==> src/shared/ccpt_pkg.sv <==
/*
  Shared constants for the capture/compare/PWM timer: widths, channel count,
  channel mode codes and reset values.
  Assumes nothing of its surroundings; included by every timer design file.
*/
package ccpt_pkg;

  localparam int CH_N  = 4;
  localparam int STD_W = 16;
  localparam int WIDE_W = 32;
  localparam int DT_W  = 8;

  localparam logic       OVF_RST  = 1'b0;
  localparam logic [7:0] DT_CLEAR = 8'h00;

  // code 2'b00 is not a mode: channel idles with output low
  typedef enum logic [1:0] {
    MODE_CAPTURE = 2'b01,
    MODE_COMPARE = 2'b10,
    MODE_PWM     = 2'b11
  } ccpt_mode_t;

endpackage : ccpt_pkg

==> src/verilog/ccpt_timer.sv <==
/*
  Capture/compare/PWM timer: one counter, four channels, overflow and match
  triggers for the event routing network, optional dead-time on PWM channels of instance 0.
  Assumes all inputs synchronous to sys_clk_i; control bits are plain ports.
*/
module ccpt_timer #(
  parameter bit WIDE     = 1'b0,
  parameter int INST_IDX = 0
) (
  input  wire logic                                         sys_clk_i,
  input  wire logic                                         reset_n_i,
  input  wire logic                                         run_i,
  input  wire logic                                         evt_count_i,
  input  wire logic                                         count_evt_i,
  input  wire logic                                         ovf_clr_i,
  input  wire logic [ccpt_pkg::CH_N-1:0][1:0]               chan_mode_i,
  input  wire logic [ccpt_pkg::CH_N-1:0]                    chan_cap_evt_i,
  input  wire logic [ccpt_pkg::CH_N-1:0][(WIDE ? ccpt_pkg::WIDE_W : ccpt_pkg::STD_W)-1:0]
                                                            chan_thr_i,
  input  wire logic                                         dt_enable_i,
  input  wire logic [ccpt_pkg::DT_W-1:0]                    dt_cycles_i,
  output logic      [(WIDE ? ccpt_pkg::WIDE_W : ccpt_pkg::STD_W)-1:0]
                                                            count_o,
  output logic                                              ovf_flag_o,
  output logic                                              ovf_trig_o,
  output logic      [ccpt_pkg::CH_N-1:0]                    match_trig_o,
  output logic      [ccpt_pkg::CH_N-1:0][(WIDE ? ccpt_pkg::WIDE_W : ccpt_pkg::STD_W)-1:0]
                                                            cap_val_o,
  output logic      [ccpt_pkg::CH_N-1:0]                    chan_out_o,
  output logic      [ccpt_pkg::CH_N-1:0]                    chan_out_n_o
);

  localparam int W = WIDE ? ccpt_pkg::WIDE_W : ccpt_pkg::STD_W;
  localparam logic [W-1:0] CNT_MAX = {W{1'b1}};

  typedef struct packed {
    logic [W-1:0]                       cnt;
    logic                               ovf;
    logic                               trig;
    logic                               evt_q;
    logic [ccpt_pkg::CH_N-1:0]          cap_q;
    logic [ccpt_pkg::CH_N-1:0]          lvl;
    logic [ccpt_pkg::CH_N-1:0]          match;
    logic [ccpt_pkg::CH_N-1:0][W-1:0]   cap;
    logic [ccpt_pkg::CH_N-1:0][W-1:0]   act;
  } ccpt_state_t;

  ccpt_state_t               r;
  ccpt_state_t               next_r;
  logic                      tick;
  logic                      wrap;
  logic [ccpt_pkg::CH_N-1:0] pwm_sel;

  // time base while run_i is high: every clock, or each rising edge of the event input
  assign tick = run_i && (evt_count_i ? (count_evt_i && !r.evt_q) : 1'b1);
  assign wrap = tick && (r.cnt == CNT_MAX);

  always_comb
  begin
    next_r       = r;
    next_r.evt_q = count_evt_i;
    next_r.cap_q = chan_cap_evt_i;
    next_r.trig  = 1'b0;
    next_r.match = '0;
    pwm_sel      = '0;

    if (tick)
      next_r.cnt = r.cnt + 1'b1;

    // overflow set wins over a clear in the same cycle
    if (wrap)
    begin
      next_r.ovf  = 1'b1;
      next_r.trig = 1'b1;
    end
    else if (ovf_clr_i)
      next_r.ovf = ccpt_pkg::OVF_RST;

    for (int c = 0; c < ccpt_pkg::CH_N; c++)
    begin
      // PWM value reloads only at wrap; other modes track the threshold
      next_r.act[c] = chan_thr_i[c];
      unique case (ccpt_pkg::ccpt_mode_t'(chan_mode_i[c]))
        ccpt_pkg::MODE_CAPTURE:
        begin
          next_r.lvl[c] = 1'b0;
          if (chan_cap_evt_i[c] && !r.cap_q[c])
            next_r.cap[c] = r.cnt;
        end
        ccpt_pkg::MODE_COMPARE:
        begin
          next_r.lvl[c]   = (r.cnt >= chan_thr_i[c]);
          next_r.match[c] = tick && (r.cnt == chan_thr_i[c]);
        end
        ccpt_pkg::MODE_PWM:
        begin
          pwm_sel[c]    = 1'b1;
          next_r.lvl[c] = (r.cnt < r.act[c]);
          if (!wrap)
            next_r.act[c] = r.act[c];
          next_r.match[c] = wrap;
        end
        default:
        begin
          next_r.lvl[c] = 1'b0;
        end
      endcase
    end
  end

  always_ff @(posedge sys_clk_i or negedge reset_n_i)
  begin
    if (!reset_n_i)
      r <= '0;
    else
      r <= next_r;
  end

  assign count_o      = r.cnt;
  assign ovf_flag_o   = r.ovf;
  assign ovf_trig_o   = r.trig;
  assign match_trig_o = r.match;
  assign cap_val_o    = r.cap;

  for (genvar g = 0; g < ccpt_pkg::CH_N; g++)
  begin : g_chan
    // only instance 0 of either width carries the inserter
    ccpt_deadtime #(
      .PRESENT (INST_IDX == 0)
    ) u_dt (
      .sys_clk_i   (sys_clk_i),
      .reset_n_i   (reset_n_i),
      .lvl_i       (r.lvl[g]),
      .enable_i    (dt_enable_i && pwm_sel[g]),
      .dt_cycles_i (dt_cycles_i),
      .hi_o        (chan_out_o[g]),
      .lo_o        (chan_out_n_o[g])
    );

    property p_cap;
      @(posedge sys_clk_i) disable iff (!reset_n_i)
      (chan_mode_i[g] == ccpt_pkg::MODE_CAPTURE) && chan_cap_evt_i[g] && !r.cap_q[g]
        |=> cap_val_o[g] == $past(r.cnt);
    endproperty
    a_cap: assert property (p_cap) else $error("capture value wrong");

    property p_cmp;
      @(posedge sys_clk_i) disable iff (!reset_n_i)
      (chan_mode_i[g] == ccpt_pkg::MODE_COMPARE)
        |=> r.lvl[g] == ($past(r.cnt) >= $past(chan_thr_i[g]));
    endproperty
    a_cmp: assert property (p_cmp) else $error("compare level wrong");

    property p_pwm;
      @(posedge sys_clk_i) disable iff (!reset_n_i)
      (chan_mode_i[g] == ccpt_pkg::MODE_PWM)
        |=> r.lvl[g] == ($past(r.cnt) < $past(r.act[g]));
    endproperty
    a_pwm: assert property (p_pwm) else $error("pwm level wrong");

    property p_pwm_load;
      @(posedge sys_clk_i) disable iff (!reset_n_i)
      (chan_mode_i[g] == ccpt_pkg::MODE_PWM) && wrap
        |=> r.act[g] == $past(chan_thr_i[g]) ##1 1'b1;
    endproperty
    a_pwm_load: assert property (p_pwm_load) else $error("pwm reload wrong");

    property p_idle;
      @(posedge sys_clk_i) disable iff (!reset_n_i)
      (chan_mode_i[g] == ccpt_pkg::MODE_CAPTURE) ##1
        (chan_mode_i[g] == ccpt_pkg::MODE_CAPTURE) |-> !r.lvl[g];
    endproperty
    a_idle: assert property (p_idle) else $error("capture channel drives level");
  end

  property p_inc;
    @(posedge sys_clk_i) disable iff (!reset_n_i)
    tick && (r.cnt != CNT_MAX) |=> count_o == W'($past(r.cnt) + 1'b1);
  endproperty
  a_inc: assert property (p_inc) else $error("counter did not step");

  property p_wrap;
    @(posedge sys_clk_i) disable iff (!reset_n_i)
    wrap |=> (count_o == '0) && ovf_flag_o && ovf_trig_o ##1 !ovf_trig_o;
  endproperty
  a_wrap: assert property (p_wrap) else $error("wrap misbehaved");

  property p_hold;
    @(posedge sys_clk_i) disable iff (!reset_n_i)
    !tick |=> $stable(count_o);
  endproperty
  a_hold: assert property (p_hold) else $error("counter moved without tick");

  property p_evt_count;
    @(posedge sys_clk_i) disable iff (!reset_n_i)
    run_i && evt_count_i && !count_evt_i |=> $stable(count_o);
  endproperty
  a_evt_count: assert property (p_evt_count) else $error("event mode counted");

  property p_ovf_sticky;
    @(posedge sys_clk_i) disable iff (!reset_n_i)
    ovf_flag_o && (!ovf_clr_i || wrap) |=> ovf_flag_o;
  endproperty
  a_ovf_sticky: assert property (p_ovf_sticky) else $error("overflow flag lost");

  property p_trig_cause;
    @(posedge sys_clk_i) disable iff (!reset_n_i)
    ovf_trig_o |-> $past(wrap);
  endproperty
  a_trig_cause: assert property (p_trig_cause) else $error("spurious trigger");

  property p_width;
    @(posedge sys_clk_i) disable iff (!reset_n_i)
    ovf_trig_o |-> $past(count_o) == CNT_MAX;
  endproperty
  a_width: assert property (p_width) else $error("wrap below maximum");

  property p_cov_wrap;
    @(posedge sys_clk_i) disable iff (!reset_n_i)
    wrap;
  endproperty
  c_wrap: cover property (p_cov_wrap);

  property p_cov_cap;
    @(posedge sys_clk_i) disable iff (!reset_n_i)
    chan_mode_i[0] == ccpt_pkg::MODE_CAPTURE && chan_cap_evt_i[0] && !r.cap_q[0];
  endproperty
  c_cap: cover property (p_cov_cap);

  property p_cov_pwm;
    @(posedge sys_clk_i) disable iff (!reset_n_i)
    chan_mode_i[1] == ccpt_pkg::MODE_PWM && r.lvl[1] ##1 !r.lvl[1];
  endproperty
  c_pwm: cover property (p_cov_pwm);

  property p_cov_match;
    @(posedge sys_clk_i) disable iff (!reset_n_i)
    match_trig_o[2];
  endproperty
  c_match: cover property (p_cov_match);

endmodule : ccpt_timer

==> src/verilog/ccpt_deadtime.sv <==
/*
  Dead-time inserter for one channel: turns a level into a true and a
  complement output with a gap of both low after every change.
  Assumes a single clock domain and level inputs synchronous to sys_clk_i.
*/
module ccpt_deadtime #(
  parameter bit PRESENT = 1'b0
) (
  input  wire logic                    sys_clk_i,
  input  wire logic                    reset_n_i,
  input  wire logic                    lvl_i,
  input  wire logic                    enable_i,
  input  wire logic [ccpt_pkg::DT_W-1:0] dt_cycles_i,
  output logic                         hi_o,
  output logic                         lo_o
);

  typedef struct packed {
    logic                      prev;
    logic [ccpt_pkg::DT_W-1:0] gap;
    logic                      hi;
    logic                      lo;
  } ccpt_dt_state_t;

  ccpt_dt_state_t r;
  ccpt_dt_state_t next_r;
  logic           active;

  // hardware without the inserter ignores the enable
  assign active = PRESENT && enable_i;

  always_comb
  begin
    next_r      = r;
    next_r.prev = lvl_i;
    if (!active)
    begin
      next_r.gap = ccpt_pkg::DT_CLEAR;
      next_r.hi  = lvl_i;
      next_r.lo  = ~lvl_i;
    end
    else if (lvl_i != r.prev)
    begin
      next_r.gap = dt_cycles_i;
      next_r.hi  = 1'b0;
      next_r.lo  = 1'b0;
    end
    else if (r.gap != ccpt_pkg::DT_CLEAR)
    begin
      next_r.gap = r.gap - 1'b1;
      next_r.hi  = 1'b0;
      next_r.lo  = 1'b0;
    end
    else
    begin
      next_r.hi = lvl_i;
      next_r.lo = ~lvl_i;
    end
  end

  always_ff @(posedge sys_clk_i or negedge reset_n_i)
  begin
    if (!reset_n_i)
      r <= '0;
    else
      r <= next_r;
  end

  assign hi_o = r.hi;
  assign lo_o = r.lo;

  property p_no_overlap;
    @(posedge sys_clk_i) disable iff (!reset_n_i)
    !(hi_o && lo_o);
  endproperty
  a_no_overlap: assert property (p_no_overlap) else $error("both outputs high");

  property p_gap;
    @(posedge sys_clk_i) disable iff (!reset_n_i)
    (active && (lvl_i != r.prev)) |=> (!hi_o && !lo_o);
  endproperty
  a_gap: assert property (p_gap) else $error("no dead gap after change");

  property p_pass;
    @(posedge sys_clk_i) disable iff (!reset_n_i)
    !active |=> (hi_o == $past(lvl_i)) && (lo_o != hi_o);
  endproperty
  a_pass: assert property (p_pass) else $error("pass-through broken");

  property p_cov_gap;
    @(posedge sys_clk_i) disable iff (!reset_n_i)
    active && (lvl_i != r.prev);
  endproperty
  c_gap: cover property (p_cov_gap);

endmodule : ccpt_deadtime

==> config.mk <==
export PLATFORM = sky130hd
export DESIGN_NAME = ccpt_timer
export DESIGN_NICKNAME = d
export VERILOG_FILES = /design/src/shared/ccpt_pkg.sv /design/src/verilog/ccpt_timer.sv /design/src/verilog/ccpt_deadtime.sv
export SDC_FILE = /design/constraint.sdc
export NUM_CORES = 1
export LEC_CHECK = 0
export BUFFER_PORTS_ARGS = -buffer_cell sky130_fd_sc_hd__buf_2
export CORE_ASPECT_RATIO = 0.6
export CORE_MARGIN = 3
export CORE_UTILIZATION = 35
export DETAILED_ROUTE_END_ITERATION = 8
export GPL_TIMING_DRIVEN = 1
export SKIP_LAST_GASP = 1
export SYNTH_ARGS = -nofsm -noshare
export SYNTH_HDL_FRONTEND = slang
export SYNTH_SLANG_ARGS = --single-unit
==> constraint.sdc <==
create_clock -name sys_clk_i -period 2.3 [get_ports sys_clk_i]
set_clock_uncertainty 0.05 [all_clocks]
set_input_delay 0.115 -clock sys_clk_i [delete_from_list [all_inputs] [get_ports sys_clk_i]]
set_output_delay 0.115 -clock sys_clk_i [all_outputs]
set_load 0.03 [all_outputs]
==> impl_metrics.py <==
metrics = {
    "status": {
        "status": "finished, final reports clean",
    },
    "worst_hold_path": {
        "whs_path_depth": 5,
        "hold_end": "count_o[13]$_DFFE_PN0P_",
        "min-delay-start": "evt_count_i",
        "hp-class": "input port to flop",
    },
    "setup_path": {
        "required_ns": 2.72,
        "crit_fanout": 11,
        "crit_path_end_kind": "flop",
        "rr_endpoint": "r[135]$_DFF_PN0_",
        "critPathKind": "flop to flop",
        "reg2reg_from": "count_o[4]$_DFFE_PN0P_",
        "cp.buffers_inverters": 1,
        "r2r_cells": 6,
        "rrSetupSlack_ns": 0.07,
        "slowest_delay_ns": 0.61,
        "critical_path.top_delay_family": "compound AO/OA/AOI/OAI gates",
        "cp-start-kind": "flop",
        "crit_slowest_cell": "dfrtp_1",
        "cp.arrival_ns": 2.65,
        "crit_chain": "buf_4 -> ha_1 -> a21oi_1 -> o21ai_0 -> a2111oi_1 -> a32o_1",
    },
    "grt": {
        "gr-total-overflow": 0,
        "grt_pass1_wl_microns": 54010,
        "antenna_found_initial": 0,
        "grt.total_usage_pct": 18.84,
        "grt_max_degree": 55,
        "grt_pass1_vias": 9455,
    },
    "clock_network": {
        "clk-insertion-delay-late_ns": 0.53,
        "cts_max_level": 1,
        "clk_pin_slew_ns": 0.07,
        "cts-root-buf": "clkbuf_16",
        "cts_buffers": 23,
        "cts_setup_buffers": 0,
        "cts_tree": "built",
        "cts.sinks": 203,
        "clock_path_buffers": 3,
    },
    "floorplan": {
        "ios": 185,
        "design.die.area_sq_um": 37050,
        "coreArea_sq_um": 33960,
        "start_util_pct": 35.77,
        "die_w_microns": 246.5,
        "die_h_microns": 150.3,
        "row_count": 52,
    },
    "final_layout": {
        "nFillCells": 3248,
        "area.growth.synth_to_final_pct": 25.14,
        "design_area_sq_um": 15200,
        "final_util_pct": 44.76,
        "layoutNonFillerInstCount": 1879,
        "layout.nets": 1624,
        "drive_above_1_share_pct": 27.25,
        "antenna_cells": 0,
    },
    "sta": {
        "worst_pin_slew_ns": 1.077,
        "hold_viol_final": 0,
        "final.setup.tns_ns": 0,
        "holdWs_ns": 0.06431,
        "period_needed_ns": 2.232,
        "drv_slew": 0,
        "relSlewSlack_pct": 27.69,
        "rsz0062_at_grt": "true",
        "finalSetupViolCount": 0,
        "max_freq_mhz": 448.0,
        "min_period_over_period_pct": 97.06,
    },
    "detailed_routing": {
        "num_vias": 9184,
        "drtIter0Drc": 474,
        "drtAntennaViolNets": 0,
        "first_pass_iters": 5,
        "avgViaCountPerCell": 4.888,
        "remaining_drc_errors": 0,
        "wirelength_microns": 34550,
        "wire_per_inst_microns": 18.39,
    },
    "power": {
        "peakVddDrop_uv": 671.1,
        "leakage_nw": 8.007,
        "cellPowerDensity_nw_per_um2": 769.2,
    },
    "logic_synthesis": {
        "netlist.area_leader.share_pct": 41.82,
        "netlist_area_sq_um": 12150,
        "yosysTopAreaCell": "dfrtp_1",
        "ys_seq_area_share_pct": 41.82,
        "yosysWarningCount": 0,
        "post_synth.cell_area_avg_sq_um": 10.58,
        "syn_nets": 1368,
        "synth_area_leaders": "dfrtp_1 (42%), ha_1 (13%), mux2_2 (6.0%)",
        "ys_types": 48,
        "postSynthCellCount": 1148,
        "synth_seq_cells": 203,
    },
    "placed_design": {
        "place_congestion": 0.8846,
        "port-buffer-count": 184,
        "place_area_sq_um": 13410,
        "dp_cells": 1746,
        "hpwlAfterDp_microns": 26020,
    },
    "run": {
        "maxCapViolCount": 0,
    },
}
-- cells by family (layout without fill, tap and decap cells) --
| kind of cell | Yosys count | in the layout | share of synthesized area, % |
|---|---|---|---|
| flip-flops | 203 | 203 | 41.82 |
| AND/OR/NAND/NOR | 244 | 244 | 10.62 |
| buffers and inverters | 245 | 517 | 11.14 |
| multiplexers | 129 | 129 | 11.46 |
| AO/OA/AOI/OAI | 150 | 150 | 8.209 |
| adder cells (fa/ha/maj) | 129 | 129 | 13.29 |
| XOR/XNOR | 48 | 48 | 3.461 |
-- cell type report --
type	instances	area, sq um	area share (%)
multi-input combinational	700	5796	38.12
sequential	203	5087	33.46
timing repair buffer	339	2411	15.86
clock buffer	26	606.8	3.992
tap	459	574.3	3.778
inverter	137	514.2	3.383
clock inverter	15	212.7	1.399
-- placed cells by master, fill, tap and decap left out, drive strengths merged, types with 3 or more instances in the layout --
| cell type | Yosys | final |
|---|---|---|
| buf | 103 | 246 |
| dfrtp | 203 | 203 |
| inv | 137 | 138 |
| ha | 129 | 129 |
| dlygate4sd3 | 0 | 92 |
| nor2 | 69 | 69 |
| mux2 | 69 | 69 |
| mux2i | 60 | 60 |
| nand2 | 58 | 58 |
| a21oi | 57 | 57 |
| xnor2 | 33 | 33 |
| nand4 | 28 | 28 |
| clkbuf | 5 | 27 |
| nand3 | 24 | 24 |
| a211oi | 21 | 21 |
| nor3 | 15 | 15 |
| o21ai | 15 | 15 |
| xor2 | 15 | 15 |
| a21o | 13 | 13 |
| and3 | 11 | 11 |
| nand2b | 9 | 9 |
| a2111oi | 9 | 9 |
| clkinv | 0 | 7 |
| nor4 | 6 | 6 |
| nor2b | 6 | 6 |
| bufinv | 0 | 5 |
| and4 | 5 | 5 |
| o21a | 4 | 4 |
| a21boi | 4 | 4 |
| a221o | 4 | 4 |
| a211o | 4 | 4 |
| a31oi | 4 | 4 |
| a32o | 4 | 4 |
| o21bai | 4 | 4 |
| o211ai | 4 | 4 |
| nor4b | 4 | 4 |
| or4 | 3 | 3 |
| o31ai | 3 | 3 |
| nor3b | 3 | 3 |
-- state kept, by name (all words and copies together), names as in the netlist --
register and cells:
g_chan.u_dt.lo_o 4, cap_val_o 64, ovf_flag_o 1, ovf_trig_o 1
count_o 16, r 73, g_chan.u_dt.hi_o 4, g_chan.u_dt.r 36
match_trig_o 4
-- synthesized netlist by cell type, drive strengths merged --
| cell type | count |
|---|---|
| dfrtp | 203 |
| inv | 137 |
| ha | 129 |
| buf | 103 |
| mux2 | 69 |
| nor2 | 69 |
| mux2i | 60 |
| nand2 | 58 |
| a21oi | 57 |
| xnor2 | 33 |
| nand4 | 28 |
| nand3 | 24 |
| a211oi | 21 |
| nor3 | 15 |
| o21ai | 15 |
| xor2 | 15 |
| a21o | 13 |
| and3 | 11 |
| a2111oi | 9 |
| nand2b | 9 |
| nor2b | 6 |
| nor4 | 6 |
| and4 | 5 |
| clkbuf | 5 |
| a211o | 4 |
| a21boi | 4 |
| a221o | 4 |
| a31oi | 4 |
| a32o | 4 |
| nor4b | 4 |
| o211ai | 4 |
| o21a | 4 |
| o21bai | 4 |
| nor3b | 3 |
| o31ai | 3 |
| or4 | 3 |
| and2 | 2 |
| or3 | 1 |
-- what timing repair did --
item,CTS,global route
endpoints found under the hold margin,246,0
hold buffers,92,0
resized for setup,1,18
endpoints found under the setup margin,3,51
-- where the power goes --
group	switching, mW	leakage, nW	internal, mW	total (mW)
sequential	0.312	2.59	3.96	4.27
combinational	2.01	5.02	1.36	3.37
clock	1.59	0.402	2.46	4.05
total	3.91	8.01	7.78	11.7
-- metal layers --
layer | up-vias | share of wire, % | track usage [%]
met3 | 64 | 5.4 | 3.507
met4 | 0 | 2.9 | 5.158
met2 | 260 | 43 | 29.04
met5 | - | 0 | 0
met1 | 4462 | 49 | 27.10
li1 | 4398 | - | -
-- through the flow --
stage | worst slack [ns] | total power, mW
6_report | 0.06770 | 11.69
5_1_grt | -0.07300 | 12.36
4_1_cts | 0.02066 | 11.75
3_5_place_dp | -0.02119 | 7.499
3_3_place_gp | -0.01257 | 7.416
2_1_floorplan | 0.06325 | 6.623
-- worst max path at each step --
stage                           start               end  slack, ns  depth (start not counted)
2_1_floorplan  count_o[0]$_DFFE_PN0P_  r[134]$_DFF_PN0_       0.06                          8
3_3_place_gp   count_o[0]$_DFFE_PN0P_  r[132]$_DFF_PN0_      -0.01                          7
3_5_place_dp   count_o[0]$_DFFE_PN0P_  r[132]$_DFF_PN0_      -0.02                          7
4_1_cts        count_o[1]$_DFFE_PN0P_  r[132]$_DFF_PN0_       0.02                          5
5_1_grt        count_o[4]$_DFFE_PN0P_  r[135]$_DFF_PN0_      -0.07                          6
6_report       count_o[4]$_DFFE_PN0P_  r[135]$_DFF_PN0_       0.07                          6
-- worst reg2reg max path: stages (launching register included) --
cell	delay [ns]
dfrtp_1	0.61
buf_4	0.30
ha_1	0.20
a21oi_1	0.13
o21ai_0	0.16
a2111oi_1	0.52
a32o_1	0.19
(Power assumes the default switching activity.)
